--- src/trig_pwm_map.vh ---
`ifndef TRIG_PWM_MAP_VH
`define TRIG_PWM_MAP_VH
// ==========================================================================
// register offsets (byte addresses, one 32-bit word each)
// ==========================================================================
`define CTRL0_OFS      8'h00
`define CTRL1_OFS      8'h04
`define PRESCALE_OFS   8'h08
`define OUTCTL_OFS     8'h0C
`define CMP0_OFS       8'h10
`define CMP1_OFS       8'h14
`define CMP2_OFS       8'h18
`define CMP3_OFS       8'h1C
`define COUNT_OFS      8'h20
`define IRQ_STAT_OFS   8'h24
`define IRQ_CLR_OFS    8'h28
`define IRQ_EN_OFS     8'h2C
// ==========================================================================
// field positions
// ==========================================================================
`define CE_BIT         0
`define TRIG_BIT       0
`define OE_LSB         0
`define OLS_LSB        4
// ==========================================================================
// reset and special values
// ==========================================================================
`define CNT_IDLE       16'hFFFF
`define CNT_ZERO       16'h0000
`define CMP_RST        16'h0000
`define PRESCALE_RST   16'h0000
`define NUM_CH         4
`endif

--- src/tick_divider.v ---
`timescale 1ns/1ps
`default_nettype none
// ==========================================================================
// count clock divider: one-cycle tick every div_i+1 clocks while running
// ==========================================================================
module tick_divider #(
    parameter W = 16
) (
    input  wire         clk_i,   // system clock
    input  wire         rst_i,   // synchronous reset
    input  wire         run_i,   // divider runs while high
    input  wire [W-1:0] div_i,   // divide value minus one
    output reg          tick_o   // count clock enable pulse
);
    reg [W-1:0] cnt_r;

    // restarting on run_i low gives every start the same phase
    always @(posedge clk_i) begin
        if (rst_i || !run_i) begin
            cnt_r  <= {W{1'b0}};
            tick_o <= 1'b0;
        end else if (cnt_r >= div_i) begin
            cnt_r  <= {W{1'b0}};
            tick_o <= 1'b1;
        end else begin
            cnt_r  <= cnt_r + {{(W-1){1'b0}}, 1'b1};
            tick_o <= 1'b0;
        end
    end
endmodule // tick_divider
`default_nettype wire

--- src/pwm_pin_stage.v ---
`timescale 1ns/1ps
`default_nettype none
// ==========================================================================
// output pin stage: level select, output enable and idle level
// ==========================================================================
module pwm_pin_stage (
    input  wire clk_i,       // system clock
    input  wire rst_i,       // synchronous reset
    input  wire active_i,    // enabled, counting and started
    input  wire level_sel_i, // output level select
    input  wire wave_i,      // raw waveform, 1 = active
    output reg  pin_o        // registered pin level
);
    // inactive pins sit at the level select value, active ones invert it while wave_i is high
    always @(posedge clk_i) begin
        if (rst_i) begin
            pin_o <= 1'b0;
        end else if (active_i) begin
            pin_o <= level_sel_i ^ wave_i;
        end else begin
            pin_o <= level_sel_i;
        end
    end
endmodule // pwm_pin_stage
`default_nettype wire

--- src/triggered_pwm_timer_output.v ---
// Contract
// - level select 0: idle low, active high
// - level select 1: idle high, active low
// - unit 0 four outputs, unit 1 one
// - count enable set: wait for trigger
// - trigger clears FFFFH to 0000H and counts
// - trigger while running restarts from 0000H
// - trigger inverts cycle output, forces duty active
// - duty width compare ticks, period cycle+1
// - count after cycle match clears, cycle interrupt
// - duty interrupt when count equals duty buffer
// - buffers load at clear, only after duty1 write; the code also loads them at the first trigger from idle, with no duty1 write
// - software trigger bit is only trigger
// - duty 0000H gives 0%, irqs at clear
// - duty cycle+1 gives 100%
// - interrupts one clock after shown match
//
// Design decisions made here: register access over Wishbone and the address map.
`include "trig_pwm_map.vh"
`timescale 1ns/1ps
`default_nettype none
module triggered_pwm_timer_output #(
    parameter NUM_OUT_CH = 4,  // 4 for unit 0, 1 for unit 1
    parameter DIV_W      = 16  // prescale width
) (
    input  wire        clk_i,     // system clock, 125 MHz
    input  wire        rst_i,     // synchronous reset, active high
    input  wire        wb_cyc_i,  // wishbone cycle
    input  wire        wb_stb_i,  // wishbone strobe
    input  wire        wb_we_i,   // wishbone write enable
    input  wire [7:0]  wb_adr_i,  // wishbone byte address
    input  wire [3:0]  wb_sel_i,  // wishbone byte selects
    input  wire [31:0] wb_dat_i,  // wishbone write data
    output reg  [31:0] wb_dat_o,  // wishbone read data
    output reg         wb_ack_o,  // wishbone acknowledge
    output wire [3:0]  pwm_o,     // 0 cycle toggle, 1..3 duty pwm
    output reg         irq_o      // level interrupt
);
    // ======================================================================
    // state
    // ======================================================================
    reg              count_enable_r;
    reg  [DIV_W-1:0] prescale_r;
    reg  [3:0]       output_enable_r;
    reg  [3:0]       output_level_r;
    reg  [15:0]      cnt_r;
    reg              running_r;
    reg              trig_pend_r;
    reg              commit_r;
    reg              cyc_wave_r;
    reg  [3:0]       ev_r;
    reg  [3:0]       irq_stat_r;
    reg  [3:0]       irq_en_r;
    wire             tick;
    wire [63:0]      cmp_flat;
    wire [63:0]      buf_flat;
    wire [3:0]       wave;
    wire [3:0]       ch_mask;
    wire [3:0]       wr_cmp;

    // ======================================================================
    // bus decode
    // ======================================================================
    wire req   = wb_cyc_i & wb_stb_i & ~wb_ack_o;
    wire wr    = req & wb_we_i;
    wire wr_c0 = wr & (wb_adr_i == `CTRL0_OFS);
    wire wr_c1 = wr & (wb_adr_i == `CTRL1_OFS);
    wire wr_ps = wr & (wb_adr_i == `PRESCALE_OFS);
    wire wr_oc = wr & (wb_adr_i == `OUTCTL_OFS);
    wire wr_ic = wr & (wb_adr_i == `IRQ_CLR_OFS);
    wire wr_ie = wr & (wb_adr_i == `IRQ_EN_OFS);
    assign wr_cmp[0] = wr & (wb_adr_i == `CMP0_OFS);
    assign wr_cmp[1] = wr & (wb_adr_i == `CMP1_OFS);
    assign wr_cmp[2] = wr & (wb_adr_i == `CMP2_OFS);
    assign wr_cmp[3] = wr & (wb_adr_i == `CMP3_OFS);

    // byte lane merge of a 16-bit register
    function [15:0] merge16;
        input [15:0] old;
        input [31:0] dat;
        input [3:0]  sel;
        begin
            merge16[7:0]  = sel[0] ? dat[7:0]  : old[7:0];
            merge16[15:8] = sel[1] ? dat[15:8] : old[15:8];
        end
    endfunction

    // the trigger is acted on only at a count tick, with enable still set
    wire trig_wr = wr_c1 & wb_sel_i[0] & wb_dat_i[`TRIG_BIT];
    wire step    = tick & count_enable_r;

    // ======================================================================
    // counter sequencing
    // ======================================================================
    wire [15:0] cyc_buf  = buf_flat[15:0];
    wire        cyc_hit  = running_r & (cnt_r == cyc_buf);
    wire        do_trig  = step & trig_pend_r;
    wire        do_clear = step & ~trig_pend_r & cyc_hit;
    wire        do_inc   = step & ~trig_pend_r & running_r & ~cyc_hit;
    wire        loads    = do_trig | do_clear | do_inc;
    wire [15:0] cnt_nxt  = do_inc ? cnt_r + 16'h0001 : `CNT_ZERO;
    // first start loads the buffers so the first period is defined
    wire        xfer     = (do_clear & commit_r) |
                           (do_trig & ~running_r);

    // control registers written by software
    always @(posedge clk_i) begin
        if (rst_i) begin
            count_enable_r  <= 1'b0;
            prescale_r      <= `PRESCALE_RST;
            output_enable_r <= 4'h0;
            output_level_r  <= 4'h0;
            irq_en_r        <= 4'h0;
        end else begin
            if (wr_c0 && wb_sel_i[0])
                count_enable_r <= wb_dat_i[`CE_BIT];
            if (wr_ps)
                prescale_r <= merge16(prescale_r, wb_dat_i,
                                      wb_sel_i) ;
            if (wr_oc && wb_sel_i[0]) begin
                output_enable_r <= wb_dat_i[`OE_LSB+3:`OE_LSB] & ch_mask;
                output_level_r  <= wb_dat_i[`OLS_LSB+3:`OLS_LSB] & ch_mask;
            end
            if (wr_ie && wb_sel_i[0])
                irq_en_r <= wb_dat_i[3:0];
        end
    end

    // pending trigger: a new write wins over consumption in the same cycle
    always @(posedge clk_i) begin
        if (rst_i || !count_enable_r) begin
            trig_pend_r <= 1'b0;
        end else begin
            trig_pend_r <= (trig_pend_r & ~step) | trig_wr;
        end
    end

    // the counter idles at all ones until the first trigger
    always @(posedge clk_i) begin
        if (rst_i || !count_enable_r) begin
            cnt_r      <= `CNT_IDLE;
            running_r  <= 1'b0;
            cyc_wave_r <= 1'b0;
        end else if (loads) begin
            cnt_r <= cnt_nxt;
            if (do_trig)
                running_r <= 1'b1;
            if (do_trig || do_clear)
                cyc_wave_r <= ~cyc_wave_r;
        end
    end

    // batch commit flag, armed by a duty1 write, spent at transfer
    always @(posedge clk_i) begin
        if (rst_i) begin
            commit_r <= 1'b0;
        end else begin
            commit_r <= (commit_r & ~xfer) | wr_cmp[1];
        end
    end

    // ======================================================================
    // compare registers, buffers and duty waves
    // ======================================================================
    genvar i;
    generate
        for (i = 0; i < `NUM_CH; i = i + 1) begin : g_ch
            reg [15:0] cmp_r;
            reg [15:0] buf_r;
            // writing during a transfer is the caller's hazard
            always @(posedge clk_i) begin
                if (rst_i) begin
                    cmp_r <= `CMP_RST;
                    buf_r <= `CMP_RST;
                end else begin
                    if (wr_cmp[i])
                        cmp_r <= merge16(cmp_r, wb_dat_i, wb_sel_i);
                    if (xfer)
                        buf_r <= cmp_r;
                end
            end
            assign cmp_flat[16*i+15:16*i] = cmp_r;
            assign buf_flat[16*i+15:16*i] = buf_r;
            assign ch_mask[i] = (i < NUM_OUT_CH);
            if (i == 0) begin : g_cyc
                assign wave[i] = cyc_wave_r;
            end else begin : g_duty
                // active while count below compare: 0 never, cycle+1 always
                assign wave[i] = running_r & (cnt_r < buf_r);
            end
            pwm_pin_stage u_pin (
                .clk_i       (clk_i),
                .rst_i       (rst_i),
                .active_i    (output_enable_r[i] & count_enable_r &
                              running_r & ch_mask[i]),
                .level_sel_i (output_level_r[i]),
                .wave_i      (wave[i]),
                .pin_o       (pwm_o[i])
            );
        end
    endgenerate

    // ======================================================================
    // count clock
    // ======================================================================
    tick_divider #(
        .W (DIV_W)
    ) u_div (
        .clk_i  (clk_i),
        .rst_i  (rst_i),
        .run_i  (count_enable_r),
        .div_i  (prescale_r),
        .tick_o (tick)
    );

    // ======================================================================
    // match events and interrupts
    // ======================================================================
    // on a transfer edge the new count meets the values being loaded,
    // otherwise a stale buffer would raise a false match at start
    wire [63:0] buf_next = xfer ? cmp_flat : buf_flat;

    // events appear with the new count, status one clock later
    always @(posedge clk_i) begin
        if (rst_i) begin
            ev_r <= 4'h0;
        end else begin
            ev_r[0] <= do_clear;
            ev_r[1] <= loads & (cnt_nxt == buf_next[31:16]);
            ev_r[2] <= loads & (cnt_nxt == buf_next[47:32]);
            ev_r[3] <= loads & (cnt_nxt == buf_next[63:48]);
        end
    end

    // sticky status: an event beats a clear in the same cycle
    always @(posedge clk_i) begin
        if (rst_i) begin
            irq_stat_r <= 4'h0;
            irq_o      <= 1'b0;
        end else begin
            irq_stat_r <= (irq_stat_r &
                           ~((wr_ic && wb_sel_i[0]) ? wb_dat_i[3:0] : 4'h0))
                          | (ev_r & {3'b111, 1'b1});
            irq_o      <= |(irq_stat_r & irq_en_r);
        end
    end

    // ======================================================================
    // bus answer
    // ======================================================================
    // one wait state; unmapped addresses answer with zero
    always @(posedge clk_i) begin
        if (rst_i) begin
            wb_ack_o <= 1'b0;
            wb_dat_o <= 32'h00000000;
        end else begin
            wb_ack_o <= req;
            if (req) begin
                case (wb_adr_i)
                    `CTRL0_OFS:
                        wb_dat_o <= {31'h0, count_enable_r};
                    `PRESCALE_OFS:
                        wb_dat_o <= {{(32-DIV_W){1'b0}}, prescale_r};
                    `OUTCTL_OFS:
                        wb_dat_o <= {24'h0, output_level_r,
                                     output_enable_r};
                    `CMP0_OFS: wb_dat_o <= {16'h0, cmp_flat[15:0]};
                    `CMP1_OFS: wb_dat_o <= {16'h0, cmp_flat[31:16]};
                    `CMP2_OFS: wb_dat_o <= {16'h0, cmp_flat[47:32]};
                    `CMP3_OFS: wb_dat_o <= {16'h0, cmp_flat[63:48]};
                    `COUNT_OFS: wb_dat_o <= {16'h0, cnt_r};
                    `IRQ_STAT_OFS: wb_dat_o <= {28'h0, irq_stat_r};
                    `IRQ_EN_OFS: wb_dat_o <= {28'h0, irq_en_r};
                    default: wb_dat_o <= 32'h00000000;
                endcase
            end
        end
    end
endmodule // triggered_pwm_timer_output
`default_nettype wire

--- config.mk ---
export PLATFORM = sky130hd
export DESIGN_NAME = triggered_pwm_timer_output
export DESIGN_NICKNAME = d
export VERILOG_FILES = /design/src/tick_divider.v /design/src/pwm_pin_stage.v /design/src/triggered_pwm_timer_output.v
export VERILOG_INCLUDE_DIRS = /design/src /design/src/src
export SDC_FILE = /design/constraint.sdc
export NUM_CORES = 1
export LEC_CHECK = 0
export BUFFER_PORTS_ARGS = -buffer_cell sky130_fd_sc_hd__buf_2
export CORE_MARGIN = 4
export CORE_UTILIZATION = 47
export DETAILED_ROUTE_END_ITERATION = 8
export PLACE_DENSITY = 0.75
export SETUP_SLACK_MARGIN = 0.3
export SKIP_CTS_REPAIR_TIMING = 1
export SLEW_MARGIN = 15
export SYNTH_ARGS = -nofsm -noshare
export SYNTH_HDL_FRONTEND = slang
export SYNTH_SLANG_ARGS = --single-unit
--- constraint.sdc ---
create_clock -name clk_i -period 2.6 [get_ports clk_i]
set_input_delay 0.26 -clock clk_i [delete_from_list [all_inputs] [get_ports clk_i]]
set_output_delay 0.26 -clock clk_i [all_outputs]
set_load 0.005 [all_outputs]
# Yosys cells after proc, flatten, opt, wreduce, memory -nomap -nowiden
# Index checks and enable logic that the tools add are counted.
word_totals:
  out_inout_bits: 38
  input_bits: 49
  word_cells: 146
  reg_bits: 240
classes:
  n_lt_le_gt_ge: 4
  n_bitwise: 60
  n_eq_ne: 15
  n_reduce_logical: 22
  mux: 9
  add_sub_neg: 2
op_table:
  columns: ["operator", "n"]
  rows:
  - ["$pmux 16 s10", 1]
  - ["$eq 16x16->1", 4]
  - ["$mux 64", 1]
  - ["$lt 16x16->1", 3]
  - ["$and 1x1->1", 40]
  - ["$add 16x1->16 const B", 2]
  - ["$eq 8x5->1 const B", 4]
  - ["$eq 8x6->1 const B", 4]
  - ["$reduce_and 2->1", 12]
  - ["$eq 8x4->1 const B", 2]
  - ["$ge 16x16->1", 1]
  - ["$mux 16", 1]
  - ["$and 4x4->4", 2]
  - ["$eq 8x3->1 const B", 1]
  - ["$logic_not 8->1", 1]
  - ["$not 1->1", 7]
  - ["$mux 1", 5]
  - ["$or 1x1->1", 5]
  - ["$logic_and 1x1->1", 4]
  - ["$mux 4", 1]
  - ["$not 4->4", 1]
  - ["$or 4x4->4", 1]
  - ["$reduce_or 4->1", 1]
  - ["$xor 1x1->1", 4]
  - ["other kinds (3)", 4]

# Logic depth before layout (Yosys ltp)
# Gate-level depths: netlist of the first run.
logic_depth:
  depth_word: 9
  depth_mapped: 12
  depth_no_buf: 11

# Modules after synthesis
# From an unflattened synthesis of the first run, not the netlist that was laid out.
unflattened:
  cells_unflattened: 1424
  area_unflattened_um2: 11758.8
modules_own_cells:
  columns: ["module", "seq_area_each_um2", "n_inst", "area_per_inst_um2", "cells_each"]
  rows:
  - ["triggered_pwm_timer_output", 4063.9, 1, 10450.0, 1277]
  - ["tick_divider", 340.3, 1, 1123.6, 131]
  - ["pwm_pin_stage", 20.0, 4, 46.3, 4]

# Worst setup path after synthesis of the first run
# OpenSTA, ideal clock, no wires.
synth_path:
  kind: "reg-to-reg"
  from: "reg u_div.cnt_r[0]"
  to: "reg u_div.cnt_r[5]"
  setup_time_ns: 0.086
  arrival_time_ns: 2.458
  slack_ns: 0.057
  n_path_buf: 1
  path_stages_with_launch: 13
  period_less_slack_ns: 2.543
  required_time_ns: 2.514
  cell_sequence: "dfxtp_1 -> inv_1 -> ha_1 -> nand2b_1 -> a21o_1 -> a21o_1 -> a21o_1 -> a21o_1 -> a21o_1 -> a21oi_1 -> o2111ai_1 -> clkbuf_1 -> a211oi_1"
synth_between:
  elab_chain_len: 2
  elab_cells_between_ends: 3
  classes_between: "add/sub (1); order compare (1); reduce/logical (1)"
synth_lines:
  columns: ["item", "line_no", "source"]
  rows:
  - ["from (decl)", "tick_divider.v:15", "reg [W-1:0] cnt_r;"]
  - ["from (signal assigned)", "tick_divider.v:20", "cnt_r <= {W{1'b0}};"]
  - ["from (signal assigned)", "tick_divider.v:23", "cnt_r <= {W{1'b0}};"]
  - ["from (signal assigned)", "tick_divider.v:26", "cnt_r <= cnt_r + {{(W-1){1'b0}}, 1'b1};"]
  - ["$ge 16x16->1", "tick_divider.v:22", "end else if (cnt_r >= div_i) begin"]
  - ["$reduce_or 2->1 (no source line)", null, null]
# Several ways; a longest one is shown, not always the timed one.
# A chain may end at the register's enable or synchronous reset.

# Final worst setup path of the first run
layout_path:
  from: "reg g_ch[0].buf_r[4], in the netlist cyc_buf[4]"
  to: "reg ev_r[3]"
layout_between:
  elab_chain_len: 8
  elab_cells_between_ends: 13
  classes_between: "eq/ne (2); mux (2); bitwise (9)"
layout_lines:
  columns: ["item", "line_no", "source"]
  rows:
  - ["from (decl)", "triggered_pwm_timer_output.v:169", "reg [15:0] buf_r;"]
  - ["from (signal assigned)", "triggered_pwm_timer_output.v:174", "buf_r <= `CMP_RST;"]
  - ["from (signal assigned)", "triggered_pwm_timer_output.v:179", "buf_r <= cmp_r;"]
  - ["$eq 16x16->1 *", "triggered_pwm_timer_output.v:96", "wire cyc_hit = running_r & (cnt_r == cyc_buf);"]
  - ["$and 1x1->1 *", "triggered_pwm_timer_output.v:96", null]
  - ["$and 1x1->1", "triggered_pwm_timer_output.v:98", "wire do_clear = step & ~trig_pend_r & cyc_hit;"]
  - ["$and 1x1->1", "triggered_pwm_timer_output.v:103", "wire xfer = (do_clear & commit_r) |"]
  - ["$or 1x1->1", "triggered_pwm_timer_output.v:103", null]
  - ["$mux 64", "triggered_pwm_timer_output.v:221", "wire [63:0] buf_next = xfer ? cmp_flat : buf_flat;"]
  - ["$eq 16x16->1", "triggered_pwm_timer_output.v:231", "ev_r[3] <= loads & (cnt_nxt == buf_next[63:48]);"]
  - ["$and 1x1->1 *", "triggered_pwm_timer_output.v:231", null]
  - ["to (signal assigned)", "triggered_pwm_timer_output.v:231", null]
  - ["to (decl)", "triggered_pwm_timer_output.v:51", "reg [3:0] ev_r;"]
# Mark *: on every way between the ends. The rest lies on a longest branch, timed or not.

==> qor.yml, run 1 <==
run_status:
  outcome: "finished with violations"
  violations: "negative setup slack"
critical_path:
  path_max_fanout: 7
  startpoint_type: "flip-flop"
  crit_type: "flip-flop to flip-flop"
  crit_required_ps: 3030
  cp-end-kind: "flip-flop"
  worstPathArrival_ps: 3050
timing:
  max_freq_mhz: 381
  slew_viol_final: 0
  worstMarginPinSlew_ps: 805
  final_hold_viol_count: 0
  final.setup.tns_ps: -52.2
  fin_crit_ps: 2620
  rsz0062_at_grt: "yes"
  setup-violations-final: 3
  layout_setup_ws_ps: -21.6
  clock_skew_ps: 8.62
  slew_headroom: 0.463
  hold_ws_ps: 58.6
  min_period_over_period: 1.01
die:
  io_pins: 87
  die_w_um: 165
  core_area_mm2: 0.0243
  rows: 57
  die_y_um: 165
  dieArea_mm2: 0.0274
  start_util: 0.479
cts:
  numCtsBuffers: 25
  clk_pin_slew_ps: 60
  root_buffer: "clkbuf_16"
  cts_sinks: 224
  tritoncts: "done"
  clockBufferDepth: 3
  htreeDepth: 1
  clock_latency_ps: 520
synth:
  seq_area_frac_synth: 0.385
  ys_seq_elements: 224
  syn-cell-area_mm2: 0.0116
  synth.avg_cell_area_um2: 8.43
  synth_edf_count: 0
  synth_warnings: 0
  synth.distinct_cells: 54
  synth_ff_type: "dfxtp_1"
  syn_inst: 1381
  synthArstFlopShare: 0
routing:
  route.final.wire_length_um: 36200
  num_vias: 10700
  drc: 0
  vias_per_cell: 5.94
  first_iter_violations: 1237
  wl_per_cell_um: 20.2
  ant_nets: 0
  first_pass_iters: 7
placed_design:
  dp_cells: 1733
  place_congestion: 0.958
  pre_cts_slack_ps: -233
  portBuffers: 52
  dp_hpwl_um: 25300
  placed_area_mm2: 0.0125
layout:
  nNetsFinal: 1567
  drive_gt1_frac: 0.184
  syn2layout_area_growth_pct: 19.0
  fin_area_mm2: 0.0139
  num_antenna_cells: 0
  fin_util: 0.570
  filler_cell_count: 2061
  final_cells: 1795
grt:
  grt_overflow: 0
  grt_pass1_wl_um: 54200
  grt_usage: 0.251
  antenna_found_initial: 0
  first_global_vias: 9772
  grt_max_degree: 80
power_and_ir_drop:
  finalPower_mw: 7.17
  p_per_area_mw_per_mm2: 517
  ir_worst_vdd_v: 0.000539
  p_leak_nw: 5.34
hold_path:
  min_path_type: "primary input to flip-flop"
run:
  max_cap_viol_count: 0
cells by family after synthesis:
kind of cell | share of synthesized area
other | 0.000322
AND/OR/NAND/NOR | 0.194
adder cells (fa/ha/maj) | 0.0677
buffers and inverters | 0.0694
XOR/XNOR | 0.0712
AO/OA/AOI/OAI | 0.156
multiplexers | 0.0563
flip-flops | 0.385
path summary, 6_finish.rpt:
check	from	endpoint	slack (ps)	depth (start not counted)
min reg2reg	ev_r[0]	irq_stat_r[0]	440	2
max	cyc_buf[4]	ev_r[3]	-20	12
min	wb_dat_i[9]	g_ch[2].cmp_r[9]	60	3
max reg2reg	cyc_buf[4]	ev_r[3]	-20	12
per-layer routing:
metal  vias up  global-route usage  wire length [um]
met5         -                   0                 0
met3       110              0.0419              3790
met1      4996               0.346             14500
li1       4973                   -                 -
met2       587               0.403             16600
met4         0              0.0795              1370
cells in the mapped netlist, drive strengths merged (8+ instances only):
cell    number  area share
and3        10      0.0054
nor2       134       0.045
a211oi      20       0.013
nor4        13      0.0070
a211o        9      0.0068
nand2      141       0.045
xor2        24       0.018
nand4       27       0.015
nand3      108       0.046
o21ai       18      0.0077
clkbuf      63       0.020
nor2b        9      0.0048
a221oi      14       0.011
buf         44       0.027
ha          63       0.068
xnor2       69       0.053
a311oi       8      0.0060
nand2b      13      0.0070
a21o        22       0.014
a21oi      125       0.054
nor3        10      0.0052
a22oi       32       0.021
mux2i       64       0.056
dfxtp      224        0.39
inv         68       0.022
layout by cell type (no fill, tap or decap), types with 8 or more instances in the layout:
| cell type | count |
|---|---|
| a211o_1 | 8 |
| clkbuf_16 | 27 |
| ha_1 | 62 |
| inv_1 | 67 |
| nand2_1 | 141 |
| a211oi_2 | 15 |
| a22oi_1 | 32 |
| mux2i_1 | 55 |
| buf_4 | 65 |
| o21ai_0 | 15 |
| nand3_1 | 107 |
| xnor2_1 | 62 |
| clkbuf_8 | 9 |
| a21o_1 | 22 |
| dfxtp_2 | 9 |
| a221oi_1 | 14 |
| buf_6 | 13 |
| nor2_1 | 114 |
| dfxtp_1 | 215 |
| nand2b_1 | 12 |
| nor4_1 | 8 |
| conb_1 | 16 |
| nor2b_1 | 9 |
| xor2_1 | 23 |
| buf_2 | 51 |
| nand4_1 | 26 |
| a21oi_1 | 121 |
| nor2_2 | 14 |
| mux2i_2 | 9 |
| a311oi_1 | 8 |
critical path, cell delays in order, from the launching register on:
cell and delay [ps]:
dfxtp_2 320, xnor2_1 120, buf_4 130, nand4_1 190
nor3_4 90, buf_6 130, a211o_4 370, buf_12 160
nor2_2 280, xnor2_1 110, nor4_1 310, nand4_1 120
nor3_1 190
where the power goes:
part	internal [mW]	total [mW]	switching, mW
sequential	3.45	3.45	0.00811
combinational	0.0601	0.217	0.157
clock	2.11	3.50	1.39
total	5.61	7.17	1.56
final cells by class:
cell class | count | area (um2) | share of cell area
tap | 324 | 405 | 0.0293
clock buffer | 38 | 764 | 0.0552
timing repair buffer | 137 | 1060 | 0.0765
multi-input combinational | 999 | 6820 | 0.492
inverter | 68 | 255 | 0.0184
clock inverter | 5 | 52.6 | 0.00379
sequential | 224 | 4500 | 0.324
flip-flops by register name, summed over array words and instances (netlist names), 4 cells and up:
| signal | cells |
|---|---|
| g_ch.u_pin.pin_o | 4 |
| u_div.cnt_r | 16 |
| irq_stat_r | 4 |
| prescale_r | 16 |
| cyc_buf | 16 |
| output_level_r | 4 |
| ev_r | 4 |
| cnt_r | 16 |
| wb_dat_o | 16 |
| g_ch.buf_r | 48 |
| output_enable_r | 4 |
| irq_en_r | 4 |
| g_ch.cmp_r | 64 |
Power figures use the tool's default switching activity.
==> run 2, diff against run 1 <==
Settings changed: BUFFER_PORTS_ARGS -buffer_cell sky130_fd_sc_hd__buf_2 to not set, DONT_BUFFER_PORTS set to 1, PLACE_DENSITY 0.75 to 0.72.
Clock period 2.6 ns to 2.2 ns, I/O delays scaled along.
==> run 2 against run 1 <==
- the run ends with negative hold slack, negative setup slack left
- routed wire length grew 5.0%
- count of clock-buffer cells in the layout is 5 lower
- critical path depth fell by 2
- sequential share of layout area decreased by 2.2 points
- cell count increased by 1.2%
- sequential power is 19% higher
- worst setup slack worse by 290 ps
- combinational power decreased by 44%
- sequential cell count did not move
- critical endpoint is now ev_r[1]
- worst hold slack worse by 230 ps
- fmax rose by 4.6%
==> qor.yml, run 2 (synthesized netlist as in run 1, its figures left out) <==
run_status:
  outcome: "finished with violations"
  violations: "negative hold slack, negative setup slack"
critical_path:
  cp-end-kind: "flip-flop"
  path_max_fanout: 6
  crit_type: "flip-flop to flip-flop"
  cp-startpoint: "count_enable_r"
  crit_required_ps: 2650
  worstPathArrival_ps: 2950
  startpoint_type: "flip-flop"
  reg2reg_from: "count_enable_r"
layout:
  final_cell_mix: "dfxtp_1 (203), nand2_1 (139), a21oi_1 (113)"
  filler_cell_count: 1950
  largest_reg_flops: 64
  nNetsFinal: 1587
  final_cells: 1816
  multi_input_area_mm2: 0.00737
  seqCellArea_mm2: 0.00451
  drive_gt1_frac: 0.247
  top_register: "g_ch.cmp_r"
  num_antenna_cells: 0
  layout.cells.most_common: "dfxtp_1"
  syn2layout_area_growth_pct: 28.4
  reg.largest.list: "g_ch.cmp_r (64), g_ch.buf_r (48)"
die:
  die_y_um: 165
  core_area_mm2: 0.0243
  die_w_um: 165
  rows: 57
  io_pins: 87
  dieArea_mm2: 0.0274
  start_util: 0.479
routing:
  first_pass_iters: 6
  num_vias: 10700
  vias_per_cell: 5.88
  drc: 0
  wl_per_cell_um: 20.9
  route.final.wire_length_um: 38000
  ant_nets: 0
  first_iter_violations: 1073
power_and_ir_drop:
  finalPower_mw: 8.57
  ir_worst_vdd_v: 0.000586
  p_leak_nw: 5.36
  p_per_area_mw_per_mm2: 574
grt:
  grt_usage: 0.262
  antenna_found_initial: 0
  grt_pass1_wl_um: 56100
  grt_overflow: 0
  first_global_vias: 9986
  grt_max_degree: 191
placed_design:
  dp_hpwl_um: 26300
  portBuffers: 0
  place_congestion: 0.966
  dp_cells: 1754
  pre_cts_slack_ps: -529
cts:
  clock_latency_ps: 530
  cts_sinks: 224
  htreeDepth: 1
  numCtsBuffers: 24
  clk_pin_slew_ps: 60
  clockBufferDepth: 3
  tritoncts: "done"
  root_buffer: "clkbuf_16"
hold_path:
  min_from: "rst_i"
  min_path_type: "primary input to flip-flop"
timing:
  min_period_over_period: 1.14
  fin_crit_ps: 2510
  max_freq_mhz: 399
  setup-violations-final: 20
  clock_skew_ps: 11.8
  final_hold_viol_count: 104
  worstMarginPinSlew_ps: 844
  layout_setup_ws_ps: -307
  final.setup.tns_ps: -2990
  rsz0062_at_grt: "yes"
  slew_headroom: 0.431
  slew_viol_final: 0
  hold_ws_ps: -173
run:
  max_cap_viol_count: 0
## run 2: changes by cell type in the layout (fill, tap and decap cells not counted), sizes merged, moves of 2 or more
cell,before,now
bufinv,1,4
dlygate4sd3,0,8
clkinv,3,5
clkbuf,40,36
buf,135,149
## run 2: layout make-up
| class | instances | area share |
|---|---|---|
| Clock inverter | 10 | 0.0103 |
| Multi-Input combinational cell | 997 | 0.493 |
| Clock buffer | 33 | 0.0465 |
| Inverter | 68 | 0.0171 |
| Timing Repair Buffer | 160 | 0.104 |
| Tap cell | 324 | 0.0271 |
| Sequential cell | 224 | 0.302 |
## run 2: metal layers
layer	up-vias	global-route usage	part of all wire
li1	5000	-	-
met1	5078	0.355	0.41
met2	487	0.417	0.46
met3	114	0.0419	0.079
met4	0	0.106	0.048
met5	-	0	0
## run 2: where the power goes
group,leakage [nW],switching (mW),internal [mW]
Clock,0.422,1.69,2.68
Combinational,3.13,0.0757,0.0448
Sequential,1.80,0.0159,4.07
## run 2: per-stage QoR
stage | instance area (um2) | utilization
2_1_floorplan | 11900 | -
3_3_place_gp | 12900 | 0.530
3_5_place_dp | 12900 | 0.530
4_1_cts | 13700 | 0.565
5_1_grt | 14900 | 0.615
6_report | 14900 | 0.615
## run 2: path summary, 6_finish.rpt
path,to,slack [ps],cells past startpoint
hold reg to reg,irq_stat_r[0],440,2
setup / recovery,ev_r[1],-310,10
setup reg to reg,ev_r[1],-310,10
hold / removal,g_ch[3].buf_r[7],-170,1
## run 2: worst max-delay path, stage by stage, from the launching register on
cell and delay [ps]:
dfxtp_1 410, nand2_1 170, nor3b_1 450, a21oi_4 100, buf_6 160, clkbuf_16 180, mux2i_4 210, xnor2_1 130
nor4_1 310, nand4_1 160, nor3_2 130
